==> config.mk <==
export PLATFORM = sky130hd
export DESIGN_NAME = aur_rx
export DESIGN_NICKNAME = d
export VERILOG_FILES = /design/src/shared/aur_pkg.sv /design/src/hw/aur_fifo.sv /design/src/hw/aur_rx.sv /design/src/hw/aur_vote.sv
export SDC_FILE = /design/constraint.sdc
export NUM_CORES = 1
export LEC_CHECK = 0
export BUFFER_PORTS_ARGS = -buffer_cell sky130_fd_sc_hd__buf_2
export CAP_MARGIN = 20
export CORE_MARGIN = 2
export CORE_UTILIZATION = 55
export CTS_CLUSTER_SIZE = 28
export DETAILED_ROUTE_END_ITERATION = 10
export GPL_TIMING_DRIVEN = 1
export PLACE_DENSITY = 0.76
export SETUP_SLACK_MARGIN = 0.05
export SYNTH_ARGS = -nofsm -noshare
export SYNTH_HDL_FRONTEND = slang
export SYNTH_SLANG_ARGS = --single-unit
==> constraint.sdc <==
create_clock -name i_mclk -period 8.49 [get_ports i_mclk]
set_input_delay 1.698 -clock i_mclk [delete_from_list [all_inputs] [get_ports i_mclk]]
set_output_delay 1.698 -clock i_mclk [all_outputs]
set_load 0.02 [all_outputs]
==> src/shared/aur_pkg.sv <==
package aur_pkg;

	// ----------------------------------------
	// Oversampling and voting positions
	// ----------------------------------------
	localparam logic [4:0] SAMPLES_NORMAL = 5'h10;
	localparam logic [4:0] SAMPLES_DOUBLE = 5'h08;
	localparam logic [4:0] VOTE_FIRST_NORMAL = 5'h08;
	localparam logic [4:0] VOTE_FIRST_DOUBLE = 5'h04;
	localparam logic [4:0] SAMPLE_ONE = 5'h01;

	// ----------------------------------------
	// Frame format
	// ----------------------------------------
	localparam int DATA_W = 9;
	localparam logic [3:0] CHAR_MIN = 4'h5;
	localparam logic [3:0] CHAR_MAX = 4'h9;
	localparam logic [3:0] BIT_ZERO = 4'h0;
	localparam int FIFO_DEPTH = 8;

	// ----------------------------------------
	// Types
	// ----------------------------------------
	typedef enum logic [1:0] {
		AUR_IDLE = 2'b00,
		AUR_START = 2'b01,
		AUR_BITS = 2'b10
	} aur_state_t;

	typedef enum logic [1:0] {
		AUR_PHASE_DATA = 2'b00,
		AUR_PHASE_PARITY = 2'b01,
		AUR_PHASE_STOP = 2'b10
	} aur_phase_t;

	typedef struct packed {
		logic [DATA_W-1:0] data;
		logic frame_error_flag;
		logic parity_error;
	} aur_frame_t;

	localparam int FRAME_W = $bits(aur_frame_t);

endpackage

==> src/hw/aur_fifo.sv <==
module aur_fifo #(
	parameter int WIDTH = 11,
	parameter int DEPTH = 8
) (
	input wire logic i_mclk, // System clock
	input wire logic i_rst, // Synchronous reset
	input wire logic i_in_valid, // Write word offered
	output logic o_in_ready, // Room for a word
	input wire logic [WIDTH-1:0] i_in_data, // Write word
	output logic o_out_valid, // Word available
	input wire logic i_out_ready, // Reader takes word
	output logic [WIDTH-1:0] o_out_data // Head word
);

	localparam int AW = $clog2(DEPTH);

	logic [WIDTH-1:0] mem [DEPTH];
	logic [AW-1:0] wr_ptr;
	logic [AW-1:0] rd_ptr;
	logic [AW:0] count;
	logic push;
	logic pop;

	assign o_in_ready = (count != (AW+1)'(DEPTH));
	assign o_out_valid = (count != '0);
	assign push = i_in_valid && o_in_ready;
	assign pop = o_out_valid && i_out_ready;
	assign o_out_data = mem[rd_ptr];

	always_ff @(posedge i_mclk) begin
		if (push)
			mem[wr_ptr] <= i_in_data;
	end

	always_ff @(posedge i_mclk) begin
		if (i_rst) begin
			wr_ptr <= '0;
			rd_ptr <= '0;
			count <= '0;
		end else begin
			if (push)
				wr_ptr <= (wr_ptr == AW'(DEPTH - 1)) ? '0 : wr_ptr + 1'b1;
			if (pop)
				rd_ptr <= (rd_ptr == AW'(DEPTH - 1)) ? '0 : rd_ptr + 1'b1;
			if (push && !pop)
				count <= count + 1'b1;
			else if (pop && !push)
				count <= count - 1'b1;
		end
	end

endmodule

==> src/hw/aur_rx.sv <==
// How it works
// - Sampling runs at 16 ticks per bit, or 8 with double speed set.
// - A high-to-low edge on the idle line starts start-bit checking.
// - The start bit is voted on samples 8-10 (or 4-6), counting from 1.
// - A start vote that comes out high is noise; go back to idle.
// - The falling edge seen while idle resets bit timing, once per frame.
// - Each bit before the stop walks 16 (or 8) sample states numbered by sample_num.
// - Each bit is the majority of its three centre samples.
// - Reception ends at the last vote sample of the first stop bit; further stops ignored.
// - A stop bit that votes zero sets the frame error flag.
// - After the last stop vote sample a new falling edge is accepted.
// - Payload of character plus parity ranges from 5 to 10 bits.
// - The frame error is stored in the buffer with its frame.
// - With parity enabled, parity is checked and stored with the frame.
module aur_rx (
	input wire logic i_mclk, // System clock, 10 MHz
	input wire logic i_rst, // Synchronous reset
	input wire logic i_serial_rx_input, // Asynchronous receive line
	input wire logic i_sample_tick, // Oversampling tick, one cycle
	input wire logic i_rx_enable, // Receiver on; off flushes buffer
	input wire logic i_double_speed_select, // 8 samples per bit
	input wire logic [1:0] i_parity_mode_field, // [1] check, [0] odd
	input wire logic [3:0] i_char_size, // Data bits, 5 to 9
	output logic o_frame_valid, // Received frame ready
	input wire logic i_frame_ready, // Reader takes frame
	output aur_pkg::aur_frame_t o_frame, // Data and error flags
	output logic o_overrun, // Frame dropped, buffer full; pulse
	output logic o_busy // Frame in progress
);

	// ----------------------------------------
	// Line synchroniser and edge detect
	// ----------------------------------------
	logic rx_meta;
	logic rx_sync;
	logic rx_prev;
	logic fall_seen;

	// Both flops reset to the idle level so no false edge follows reset
	// two-stage synchroniser
	always_ff @(posedge i_mclk) begin
		if (i_rst) begin
			rx_meta <= 1'b1;
			rx_sync <= 1'b1;
		end else begin
			rx_meta <= i_serial_rx_input;
			rx_sync <= rx_meta;
		end
	end

	// Edge is judged per tick so that a short glitch between ticks is
	// only seen if it is still low at a sample point.
	always_ff @(posedge i_mclk) begin
		if (i_rst)
			rx_prev <= 1'b1;
		else if (i_sample_tick)
			rx_prev <= rx_sync;
	end

	assign fall_seen = i_sample_tick && rx_prev && !rx_sync;

	// ----------------------------------------
	// Mode constants
	// ----------------------------------------
	logic [4:0] samples_per_bit;
	logic [4:0] vote_first;
	logic [4:0] vote_last;

	// Mode is read live; it must only change while the receiver is idle
	// oversampling rate chosen by mode
	assign samples_per_bit = i_double_speed_select ?
		aur_pkg::SAMPLES_DOUBLE : aur_pkg::SAMPLES_NORMAL;
	assign vote_first = i_double_speed_select ?
		aur_pkg::VOTE_FIRST_DOUBLE : aur_pkg::VOTE_FIRST_NORMAL;
	assign vote_last = vote_first + 5'h02;

	// ----------------------------------------
	// State and sample counter
	// ----------------------------------------
	aur_pkg::aur_state_t state;
	aur_pkg::aur_state_t next_state;
	aur_pkg::aur_phase_t phase;
	logic [4:0] sample_num;
	logic [3:0] bit_num;
	logic in_window;
	logic at_vote_end;
	logic at_bit_end;
	logic vote_value;
	logic frame_done;
	logic char_last;
	logic [3:0] char_size;

	// payload size clamp
	// Out-of-range sizes are clamped so a frame always terminates
	assign char_size = (i_char_size < aur_pkg::CHAR_MIN) ? aur_pkg::CHAR_MIN :
		(i_char_size > aur_pkg::CHAR_MAX) ? aur_pkg::CHAR_MAX : i_char_size;
	assign char_last = (bit_num == char_size - 4'h1);

	// centre three samples feed the vote
	assign in_window = (state != aur_pkg::AUR_IDLE) && i_sample_tick &&
		(sample_num >= vote_first) && (sample_num <= vote_last);
	assign at_vote_end = i_sample_tick && (sample_num == vote_last);
	assign at_bit_end = i_sample_tick && (sample_num == samples_per_bit);

	// ----------------------------------------
	// Majority vote
	// ----------------------------------------
	// The vote is cleared at each bit end, so it only ever holds the three
	// centre samples of the bit in progress.
	aur_vote u_vote (
		.i_mclk(i_mclk),
		.i_rst(i_rst),
		.i_clear(at_bit_end || state == aur_pkg::AUR_IDLE),
		.i_take(in_window),
		.i_sample(rx_sync),
		.o_result(vote_value)
	);

	// ----------------------------------------
	// Frame end
	// ----------------------------------------
	// Stop bit vote result is final once its last centre sample is in;
	// the vote module updates one cycle later, so capture then.
	logic stop_vote_due;
	assign frame_done = stop_vote_due;

	always_ff @(posedge i_mclk) begin
		if (i_rst || !i_rx_enable)
			stop_vote_due <= 1'b0;
		else
			stop_vote_due <= (state == aur_pkg::AUR_BITS) &&
				(phase == aur_pkg::AUR_PHASE_STOP) && at_vote_end;
	end

	// ----------------------------------------
	// Receive state machine
	// ----------------------------------------
	// Edges seen while a frame is in progress are ignored; only the idle
	// state looks for a new start.
	always_comb begin
		next_state = state;
		case (state)
			// falling edge while idle starts checking
			aur_pkg::AUR_IDLE: begin
				if (fall_seen)
					next_state = aur_pkg::AUR_START;
			end
			aur_pkg::AUR_START: begin
				if (at_bit_end && vote_value)
					next_state = aur_pkg::AUR_IDLE;
				else if (at_bit_end)
					next_state = aur_pkg::AUR_BITS;
			end
			aur_pkg::AUR_BITS: begin
				// ready for next edge right after stop vote
				if (phase == aur_pkg::AUR_PHASE_STOP && at_vote_end)
					next_state = aur_pkg::AUR_IDLE;
			end
			default: next_state = aur_pkg::AUR_IDLE;
		endcase
	end

	always_ff @(posedge i_mclk) begin
		if (i_rst || !i_rx_enable)
			state <= aur_pkg::AUR_IDLE;
		else
			state <= next_state;
	end

	// ----------------------------------------
	// Sample counter
	// ----------------------------------------
	// Ticks must be at least two clocks apart: the vote result is only
	// settled one clock after its last sample.
	// counter moves on ticks, reloads sample one when idle
	// each accepted frame restarts bit timing from sample one
	always_ff @(posedge i_mclk) begin
		if (i_rst || !i_rx_enable)
			sample_num <= aur_pkg::SAMPLE_ONE;
		else if (state == aur_pkg::AUR_IDLE)
			sample_num <= fall_seen ? aur_pkg::SAMPLE_ONE + 5'h01 :
				aur_pkg::SAMPLE_ONE;
		else if (at_bit_end)
			sample_num <= aur_pkg::SAMPLE_ONE;
		else if (i_sample_tick)
			sample_num <= sample_num + 5'h01;
	end

	// ----------------------------------------
	// Bit position and shift register
	// ----------------------------------------
	logic [aur_pkg::DATA_W-1:0] shift;
	logic parity_bit;

	// data, then optional parity, then first stop only
	always_ff @(posedge i_mclk) begin
		if (i_rst || state != aur_pkg::AUR_BITS) begin
			phase <= aur_pkg::AUR_PHASE_DATA;
			bit_num <= aur_pkg::BIT_ZERO;
		end else if (at_bit_end) begin
			case (phase)
				aur_pkg::AUR_PHASE_DATA: begin
					bit_num <= bit_num + 4'h1;
					if (char_last)
						phase <= i_parity_mode_field[1] ?
							aur_pkg::AUR_PHASE_PARITY : aur_pkg::AUR_PHASE_STOP;
				end
				aur_pkg::AUR_PHASE_PARITY: phase <= aur_pkg::AUR_PHASE_STOP;
				default: phase <= aur_pkg::AUR_PHASE_STOP;
			endcase
		end
	end

	// Unused upper data bits stay zero from the clear at frame start
	// latch voted bit at the end of its period
	always_ff @(posedge i_mclk) begin
		if (i_rst || state == aur_pkg::AUR_START) begin
			shift <= '0;
			parity_bit <= 1'b0;
		end else if (state == aur_pkg::AUR_BITS && at_bit_end) begin
			if (phase == aur_pkg::AUR_PHASE_DATA)
				shift[bit_num] <= vote_value;
			else if (phase == aur_pkg::AUR_PHASE_PARITY)
				parity_bit <= vote_value;
		end
	end

	// ----------------------------------------
	// Frame result into the buffer
	// ----------------------------------------
	logic parity_calc;
	logic parity_en;
	aur_pkg::aur_frame_t frame_word;
	logic fifo_in_ready;
	logic fifo_out_valid;
	aur_pkg::aur_frame_t fifo_out;

	// ----------------------------------------
	// Parity check
	// ----------------------------------------
	// Parity enable is caught at frame start; the parity phase and odd/even select still read the live mode
	always_ff @(posedge i_mclk) begin
		if (i_rst)
			parity_en <= 1'b0;
		else if (state == aur_pkg::AUR_START)
			parity_en <= i_parity_mode_field[1];
	end

	// parity over data bits, odd or even
	assign parity_calc = (^shift) ^ parity_bit ^ i_parity_mode_field[0];

	always_comb begin
		frame_word.data = shift;
		// stop voted zero gives frame error
		frame_word.frame_error_flag = !vote_value;
		frame_word.parity_error = parity_en && parity_calc;
	end

	// ----------------------------------------
	// Receive buffer
	// ----------------------------------------
	// Eight frames of slack let a slow reader fall behind without loss
	// error flags travel in the buffer with the frame
	aur_fifo #(
		.WIDTH(aur_pkg::FRAME_W),
		.DEPTH(aur_pkg::FIFO_DEPTH)
	) u_fifo (
		.i_mclk(i_mclk),
		.i_rst(i_rst || !i_rx_enable),
		.i_in_valid(frame_done),
		.o_in_ready(fifo_in_ready),
		.i_in_data(frame_word),
		.o_out_valid(fifo_out_valid),
		.i_out_ready(i_frame_ready),
		.o_out_data(fifo_out)
	);

	// ----------------------------------------
	// Overrun
	// ----------------------------------------
	// A full buffer cannot stall the line, so the frame is dropped and
	// reported instead.
	always_ff @(posedge i_mclk) begin
		if (i_rst)
			o_overrun <= 1'b0;
		else
			o_overrun <= frame_done && !fifo_in_ready;
	end

	// ----------------------------------------
	// Outputs
	// ----------------------------------------
	// Busy is decoded from both state register bits, and the START to BITS step changes both of them at once
	assign o_frame_valid = fifo_out_valid;
	assign o_frame = fifo_out;
	assign o_busy = (state != aur_pkg::AUR_IDLE);

endmodule

==> src/hw/aur_vote.sv <==
module aur_vote (
	input wire logic i_mclk, // System clock
	input wire logic i_rst, // Synchronous reset
	input wire logic i_clear, // Restart vote
	input wire logic i_take, // Take a sample
	input wire logic i_sample, // Sample value
	output logic o_result // Majority of samples taken
);

	logic [1:0] ones;
	logic [1:0] zeros;

	always_ff @(posedge i_mclk) begin
		if (i_rst || i_clear) begin
			ones <= 2'h0;
			zeros <= 2'h0;
		end else if (i_take) begin
			if (i_sample)
				ones <= ones + 2'h1;
			else
				zeros <= zeros + 2'h1;
		end
	end

	assign o_result = (ones > zeros);

endmodule

==> implementation parameters, run 1 <==
Parameter                              Value

Run status
  Status    finished clean

Synth
  Async set-or-reset flop fraction in the synthesized netlist    0%
  Top cell type's share of synthesized area    44.5%
  EDFF count, synth    88
  Largest cells by area after synthesis    sky130_fd_sc_hd__edfxtp_1 45%, sky130_fd_sc_hd__dfxtp_1 16%, sky130_fd_sc_hd__mux4_2 8.4%
  Post-synth net total    465
  Count of yosys warnings during synthesis    0
  Dominant register cell in the synthesized netlist    sky130_fd_sc_hd__edfxtp_1
  Yosys top cell by area    sky130_fd_sc_hd__edfxtp_1
  Syn Inst Count    432
  Number of synthesized register bits    134
  Netlist cell types    53
  Mean post-synth cell area    13.7 um2
  Post-synthesis instance area    5930 um2
  Sequential element share of the synthesized area    60.1%

STA
  Final-report max-slew violation count    0
  Total count of hold-check failures in the final report    0
  Period minus WS final    4.12 ns
  Tightest slew margin relative to the limit    26.7%
  Sum of negative setup slack    0 ns
  Setup violators final    0
  Actual transition at the worst max-transition pin    1.10 ns
  Final worst-path cycle share    48.5%
  Post-route worst hold slack    0.415 ns
  Least setup slack across all paths after layout    4.37 ns
  Setup repair after global routing missed its margin    no
  Maximum clock frequency    243 MHz
  Worst-case clock skew    0.00935 ns

Routing
  # DRC    0
  DRT Pass-1 Iters    4
  Count of vias placed by the detailed router    3646
  Post-route ant nets    0
  DRT Wirelength    11300 um
  Vias per std cell    5.92
  Routed length per placed instance    18.3 um
  Number of DRC markers after the initial detailed-route iteration    224

Clocking
  Clock tree from TritonCTS    built
  Post-CTS repair timing setup buffer count    0
  Worst skew pair latency    0.51 ns
  H-tree depth    4
  Post-CTS Resized    0
  Post-CTS clock slew at the launch and capture registers of the worst setup and hold paths    0.06 ns
  Cell chosen for the clock root    sky130_fd_sc_hd__clkbuf_8
  CTS sink cnt    134
  Post-CTS Hold Fix Bufs    0
  Maximum root-to-sink buffer count    2
  Number of clock buffers inserted by TritonCTS    17

Pwr
  Max IR drop VDD    160 uV
  Net switching power    284 uW
  Switching Fraction    19.4%
  Standby leakage power    2.42 nW
  Internal Pwr Total    1.18 mW
  Clock power share    51.9%
  Proportion of power drawn by flip-flops and latches    46.8%
  Overall power after layout    1.47 mW
  Relative contribution of combinational cells to total power    1.3%
  PD cells    214 nW/um2

Critical path
  Logic depth of the worst register-to-register path    10
  Crit path capture type    output pin
  Setup crit start kind    register
  Worst reg2reg path startpoint    u_fifo.count[0]
  Biggest fanout along the worst timing path    22
  Data arrival time of the worst path    2.42 ns
  Worst Path Class, Setup    reg2out
  CP Data Required Time    6.79 ns

Placement
  Setup WS pre-CTS    4.51 ns
  Last weighted congestion value of the routability-driven placer    0.808
  Total placed instance area    6240 um2
  Number of I/O port buffers    26
  HPWL after detailed placement    7350 um
  Number of placed cells counting well taps    584

Cells and area
  Area growth, synth to finish    15.8%
  Core Util, Final    65.9%
  Inserted Diodes    0
  Final std cell area, no fill    6870 um2
  Final std cells w/o fill    616
  Fraction of layout instances using a drive strength above 1    22.5%
  Number of nets in the final layout    500

Floorplan
  # rows    37
  Die Area    11600 um2
  Starting density of the core    57.0%
  Ports    27
  Die width    108 um
  Area of the placeable core    10400 um2
  Die Span Y    108 um

GRT
  Number of antenna violations at the first check in global routing    0
  Sum of overflow across all layers after global routing    0
  Vias in the first global route    3684
  Global-route wire length before repair    18400 um
  Maximum number of pins on one net before global-route repair    23
  Global-route usage over all layers    21.2%

Flow run
  Max cap viols    0

Worst hold path
  Startpoint of the tightest hold check path    rx_meta
  Number of stages on the worst hold path    1
  Kind of path behind the tightest hold check    reg2reg
-- worst max-delay path, stage by stage (launching register included) --
cell and delay, ns:
sky130_fd_sc_hd__dfxtp_1 1.03, sky130_fd_sc_hd__mux4_2 0.42, sky130_fd_sc_hd__mux2_2 0.29, sky130_fd_sc_hd__buf_2 0.16
-- final timing paths --
| kind | endpoint | slack, ns |
|---|---|---|
| max reg2reg | u_fifo.count[3] | 5.48 |
| min reg2reg | rx_sync | 0.41 |
| max | o_frame[5] | 4.37 |
| min | rx_sync | 0.41 |
-- synthesized netlist by cell type, types with 9 or more instances --
cell	count
sky130_fd_sc_hd__xnor2_1	12
sky130_fd_sc_hd__ha_1	19
sky130_fd_sc_hd__a21oi_1	24
sky130_fd_sc_hd__nor3_1	9
sky130_fd_sc_hd__edfxtp_1	88
sky130_fd_sc_hd__dfxtp_1	46
sky130_fd_sc_hd__nor2_1	20
sky130_fd_sc_hd__inv_1	13
sky130_fd_sc_hd__o21ai_0	9
sky130_fd_sc_hd__nand2_1	35
sky130_fd_sc_hd__mux2_2	11
sky130_fd_sc_hd__clkbuf_1	13
sky130_fd_sc_hd__mux4_2	22
-- kinds of logic (layout without fill, tap and decap cells) --
group	count (synthesis)	in the layout	share of synthesized area, %
xor+xnor	19	19	3.27
compound gates	58	58	6.18
fa+ha+maj	20	20	4.34
simple gates	129	129	12.3
mux	41	41	11.8
buf+inv	31	79	2.05
flops	134	134	60.1
-- power groups by stage --
stage	sequential (mW)	combinational, mW	clock [mW]
2_1_floorplan	0.702	0.0119	0
3_3_place_gp	0.702	0.0178	0
3_5_place_dp	0.702	0.0186	0
4_1_cts	0.688	0.0187	0.773
5_1_grt	0.688	0.0208	0.800
6_report	0.688	0.0187	0.763
-- cell type report --
cell class              instances  area (um2)
clock buffers                  19         432
fillers                       744        3550
inverters                      13        48.8
repair buffers                 34         195
flip-flops and latches        134        3560
multi-input cells             267        2260
well taps                     136         170
clock inverters                13         196
-- sequential cells by signal, summed over array words and instances, names as in the netlist, 3 cells and up, named ones only --
register and cells:
u_fifo.rd_ptr 3, shift 9, bit_num 4, u_fifo.mem 88, sample_num 5, u_fifo.wr_ptr 3
u_fifo.count 4
-- per-layer routing --
| layer | track usage (%) | vias to the layer above | share of wire [%] |
|---|---|---|---|
| li1 | - | 1728 | - |
| met4 | 7.05 | 0 | 1.2 |
| met1 | 26.4 | 1801 | 42 |
| met2 | 37.3 | 103 | 53 |
| met3 | 4.06 | 14 | 4.7 |
| met5 | 0 | - | 0 |
-- cell usage in the layout, fill, tap and decap left out, types with 9 or more instances in the layout --
cell type / Yosys / final
sky130_fd_sc_hd__nor3_1: 9 / 9
sky130_fd_sc_hd__mux4_2: 22 / 22
sky130_fd_sc_hd__dfxtp_1: 46 / 46
sky130_fd_sc_hd__inv_1: 13 / 13
sky130_fd_sc_hd__buf_2: 4 / 27
sky130_fd_sc_hd__mux2_2: 11 / 11
sky130_fd_sc_hd__xnor2_1: 12 / 12
sky130_fd_sc_hd__a21oi_1: 24 / 24
sky130_fd_sc_hd__edfxtp_1: 88 / 88
sky130_fd_sc_hd__nor2_1: 20 / 20
sky130_fd_sc_hd__clkbuf_16: 0 / 16
sky130_fd_sc_hd__nand2_1: 35 / 35
sky130_fd_sc_hd__o21ai_0: 9 / 9
sky130_fd_sc_hd__ha_1: 19 / 19
Power figures use the tool's default switching activity.
==> run 2: changes to the inputs <==
Settings changed: ABC_AREA set to 1, PLACE_DENSITY 0.76 to 0.79.
Clock period 8.49 ns to 3.4 ns, I/O delays scaled along.
==> run 2 against run 1 <==
Worst setup slack lost 3.8 ns. Total power grew 140%. First-iteration DRC count grew 110%. Synthesized cell count grew 47%. Global-route usage grew 2.0 points. Via count grew 23%. Cell area grew 1.1%. Count of clock-buffer cells in the layout grew 1. Register-to-register slack lost 4.3 ns. Combinational power grew to 2.7 times the previous value. Synthesized area grew 2.1%. Critical endpoint is now o_frame[8]. Largest cell class unchanged.
==> implementation parameters, run 2 <==
Parameter                              Value

Run status
  Status    finished clean

Floorplan
  Ports    27 (unchanged)
  Die Area    11900 um2 (+2.0%)
  Die Span Y    109 um (+1.0%)
  # rows    38 (+2.7%)
  Die width    109 um (+1.0%)
  Area of the placeable core    10800 um2 (+3.6%)
  Starting density of the core    56.1% (-0.83 points)

GRT
  Maximum number of pins on one net before global-route repair    45 (+96%)
  Number of antenna violations at the first check in global routing    0 (unchanged)
  Global-route wire length before repair    20900 um (+13%)
  Global-route usage over all layers    23.2% (+2.0 points)
  Vias in the first global route    4368 (+19%)
  Sum of overflow across all layers after global routing    0 (unchanged)

Critical path
  Biggest fanout along the worst timing path    32 (+45%)
  Worst Path Class, Setup    reg2out
  Capture instance of the worst register-to-register path    u_fifo.count[3]
  Worst setup slack for register-to-register paths    1.21 ns (-4.27 ns)
  Data arrival time of the worst path    2.18 ns (-0.24 ns)
  CP Data Required Time    2.72 ns (-4.07 ns)
  Logic depth of the worst register-to-register path    12 (+2)
  Worst reg2reg path startpoint    u_fifo.count[0]
  Setup crit start kind    register
  Crit path capture type    output pin

Pwr
  Max IR drop VDD    302 uV (+89%)
  Standby leakage power    2.86 nW (+18%)
  Overall power after layout    3.51 mW (+140%)
  PD cells    506 nW/um2 (+140%)

Cells and area
  Number of nets in the final layout    709 (+42%)
  Most common cell after layout, fill and taps aside    sky130_fd_sc_hd__nand2_1
  Fraction of layout instances using a drive strength above 1    10.6% (-12 points)
  Inserted Diodes    0 (unchanged)
  Top library cells by usage in the layout, fill and taps aside    129 x sky130_fd_sc_hd__nand2_1, 122 x sky130_fd_sc_hd__nor2_1, 88 x sky130_fd_sc_hd__edfxtp_1, 60 x sky130_fd_sc_hd__inv_1, 46 x sky130_fd_sc_hd__dfxtp_1
  Max reg flops    88 (unchanged)
  Area growth, synth to finish    14.6%
  Largest regs    u_fifo.mem x88, shift x9, sample_num x5
  Largest register by flop count    u_fifo.mem

Synth
  Area share of xor/xnor cells in the synthesized design    2.29% (-0.98 points)
  Multiplexer share of the synthesized area    0% (-12 points)
  Top cell type's share of synthesized area    43.6% (-0.92 points)
  Post-synth net total    669 (+44%)
  Syn Inst Count    636 (+47%)
  Post-synthesis compound-gate area fraction    8.53% (+2.4 points)
  Post-synthesis instance area    6060 um2 (+2.1%)
  Netlist cell types    37 (-30%)
  Combinational family with the most area after synthesis    simple AND/OR/NAND/NOR gates
  Most repeated cell in the gate-level netlist after synthesis    sky130_fd_sc_hd__nand2_1
  Number of synthesized register bits    134 (unchanged)
  Area share of fa/ha/maj cells after synthesis    4.25% (-0.090 points)
  Top cell types by occurrence after synthesis    129 x sky130_fd_sc_hd__nand2_1, 122 x sky130_fd_sc_hd__nor2_1, 88 x sky130_fd_sc_hd__edfxtp_1
  Sequential element share of the synthesized area    58.8% (-1.2 points)
  Simple-Gate Fraction of Synth Area    21.2% (+8.9 points)
  Yosys top cell by area    sky130_fd_sc_hd__edfxtp_1
  Dominant register cell in the synthesized netlist    sky130_fd_sc_hd__edfxtp_1
  EDFF count, synth    88 (unchanged)
  Count of yosys warnings during synthesis    0 (unchanged)
  Mean post-synth cell area    9.53 um2 (-31%)
  Async set-or-reset flop fraction in the synthesized netlist    0% (unchanged)
  Largest cells by area after synthesis    sky130_fd_sc_hd__edfxtp_1 44%, sky130_fd_sc_hd__dfxtp_1 15%, sky130_fd_sc_hd__nand2_1 8.0%

Placement
  HPWL after detailed placement    8220 um (+12%)
  Setup WS pre-CTS    1.15 ns (-3.36 ns)
  Number of I/O port buffers    26 (unchanged)
  Last weighted congestion value of the routability-driven placer    0.796 (-1.5%)

STA
  Final worst-path cycle share    84.0%
  Worst-case clock skew    0.00732 ns (-0.00203 ns)
  Final-report max-slew violation count    0 (unchanged)
  Period minus WS final    2.86 ns
  Tightest slew margin relative to the limit    61.3% (+35 points)
  Sum of negative setup slack    0 ns (unchanged)
  Setup repair after global routing missed its margin    no
  Total count of hold-check failures in the final report    0 (unchanged)
  Maximum clock frequency    350 MHz
  Actual transition at the worst max-transition pin    0.579 ns (-0.516 ns)
  Least setup slack across all paths after layout    0.544 ns (-3.83 ns)
  Setup violators final    0 (unchanged)

Routing
  Routed length per placed instance    15.4 um (-16%)
  Count of vias placed by the detailed router    4501 (+23%)
  Vias per std cell    5.44 (-8.2%)
  Post-route ant nets    0 (unchanged)
  Number of DRC markers after the initial detailed-route iteration    480 (+110%)
  DRT Wirelength    12800 um (+13%)
  # DRC    0 (unchanged)
  DRT Pass-1 Iters    5 (+1)

Clocking
  Number of clock buffers inserted by TritonCTS    17 (unchanged)
  Cell chosen for the clock root    sky130_fd_sc_hd__clkbuf_8
  Post-CTS clock slew at the launch and capture registers of the worst setup and hold paths    0.06 ns (about the same)
  Post-CTS repair timing setup buffer count    0 (unchanged)
  Post-CTS Resized    0 (unchanged)
  Clock tree from TritonCTS    built
  Worst skew pair latency    0.52 ns (about the same)
  Maximum root-to-sink buffer count    2 (unchanged)
  CTS sink cnt    134 (unchanged)
  Post-CTS Hold Fix Bufs    0 (unchanged)
  H-tree depth    4 (unchanged)

Worst hold path
  Destination of the worst hold path    rx_meta
  Startpoint of the tightest hold check path    i_serial_rx_input
  Kind of path behind the tightest hold check    in2reg
  Number of stages on the worst hold path    2 (+1)

Flow run
  Max cap viols    0 (unchanged)
## run 2: cell types whose count changed after synthesis, moves of 20 or more
cell                      before  now
sky130_fd_sc_hd__inv_1        13   60
sky130_fd_sc_hd__mux4_2       22    0
sky130_fd_sc_hd__nand2_1      35  129
sky130_fd_sc_hd__nand3_1       7   31
sky130_fd_sc_hd__nor2_1       20  122
sky130_fd_sc_hd__o21ai_0       9   29
sky130_fd_sc_hd__o32ai_1       0   22
## run 2: area by class of cell
type | instances | area, um2
multi-input cells | 424 | 2200
flip-flops and latches | 134 | 3560
inverters | 62 | 234
clock inverters | 11 | 134
well taps | 140 | 175
fillers | 807 | 3850
clock buffers | 20 | 425
repair buffers | 37 | 213
## run 2: through the flow
| stage | area (um2) | std cells | utilization [%] | hold WS [ns] |
|---|---|---|---|---|
| 2_1_floorplan | 6060 | 636 | - | 0.389 |
| 3_3_place_gp | 6380 | 797 | 59.2 | 0.399 |
| 3_5_place_dp | 6380 | 797 | 59.2 | 0.408 |
| 4_1_cts | 6940 | 828 | 64.3 | 0.319 |
| 5_1_grt | 6940 | 828 | 64.3 | 0.321 |
| 6_report | 6940 | 828 | 64.3 | 0.336 |
## run 2: power breakdown
group | switching (mW) | internal, mW | total, mW
registers | 0.00159 | 1.72 | 1.72
clock network | 0.644 | 1.10 | 1.75
logic | 0.0318 | 0.0178 | 0.0496
## run 2: worst max path at each step
stage,from,endpoint
CTS,register,o_frame[8]
floorplan,register,o_frame[3]
detailed placement,i_frame_ready,u_fifo.count[3]
global placement,register,o_frame[5]
finish,register,o_frame[8]
global route,register,o_frame[8]
## run 2: metal layers
metal | part of all wire, % | wire length [um] | up-vias | global-route usage (%)
li1 | - | - | 2231 | -
met2 | 51 | 6550 | 111 | 40.4
met3 | 4.5 | 573 | 19 | 5.74
met1 | 42 | 5420 | 2140 | 27.7
met4 | 1.8 | 229 | 0 | 8.88
met5 | 0 | 0 | - | 0
## run 2: critical path: stages (launching register included)
cell and delay, ns:
sky130_fd_sc_hd__dfxtp_1 0.55, sky130_fd_sc_hd__buf_4 0.37, sky130_fd_sc_hd__o21ai_0 0.16, sky130_fd_sc_hd__o32ai_1 0.19, sky130_fd_sc_hd__nand2_1 0.11, sky130_fd_sc_hd__nand2_1 0.10, sky130_fd_sc_hd__buf_2 0.17
## run 2: logic make-up after synthesis
logic type | count (synthesis)
flip-flops | 134
XOR/XNOR | 15
AO/OA/AOI/OAI | 81
buffers and inverters | 78
adder cells (fa/ha/maj) | 20
AND/OR/NAND/NOR | 308
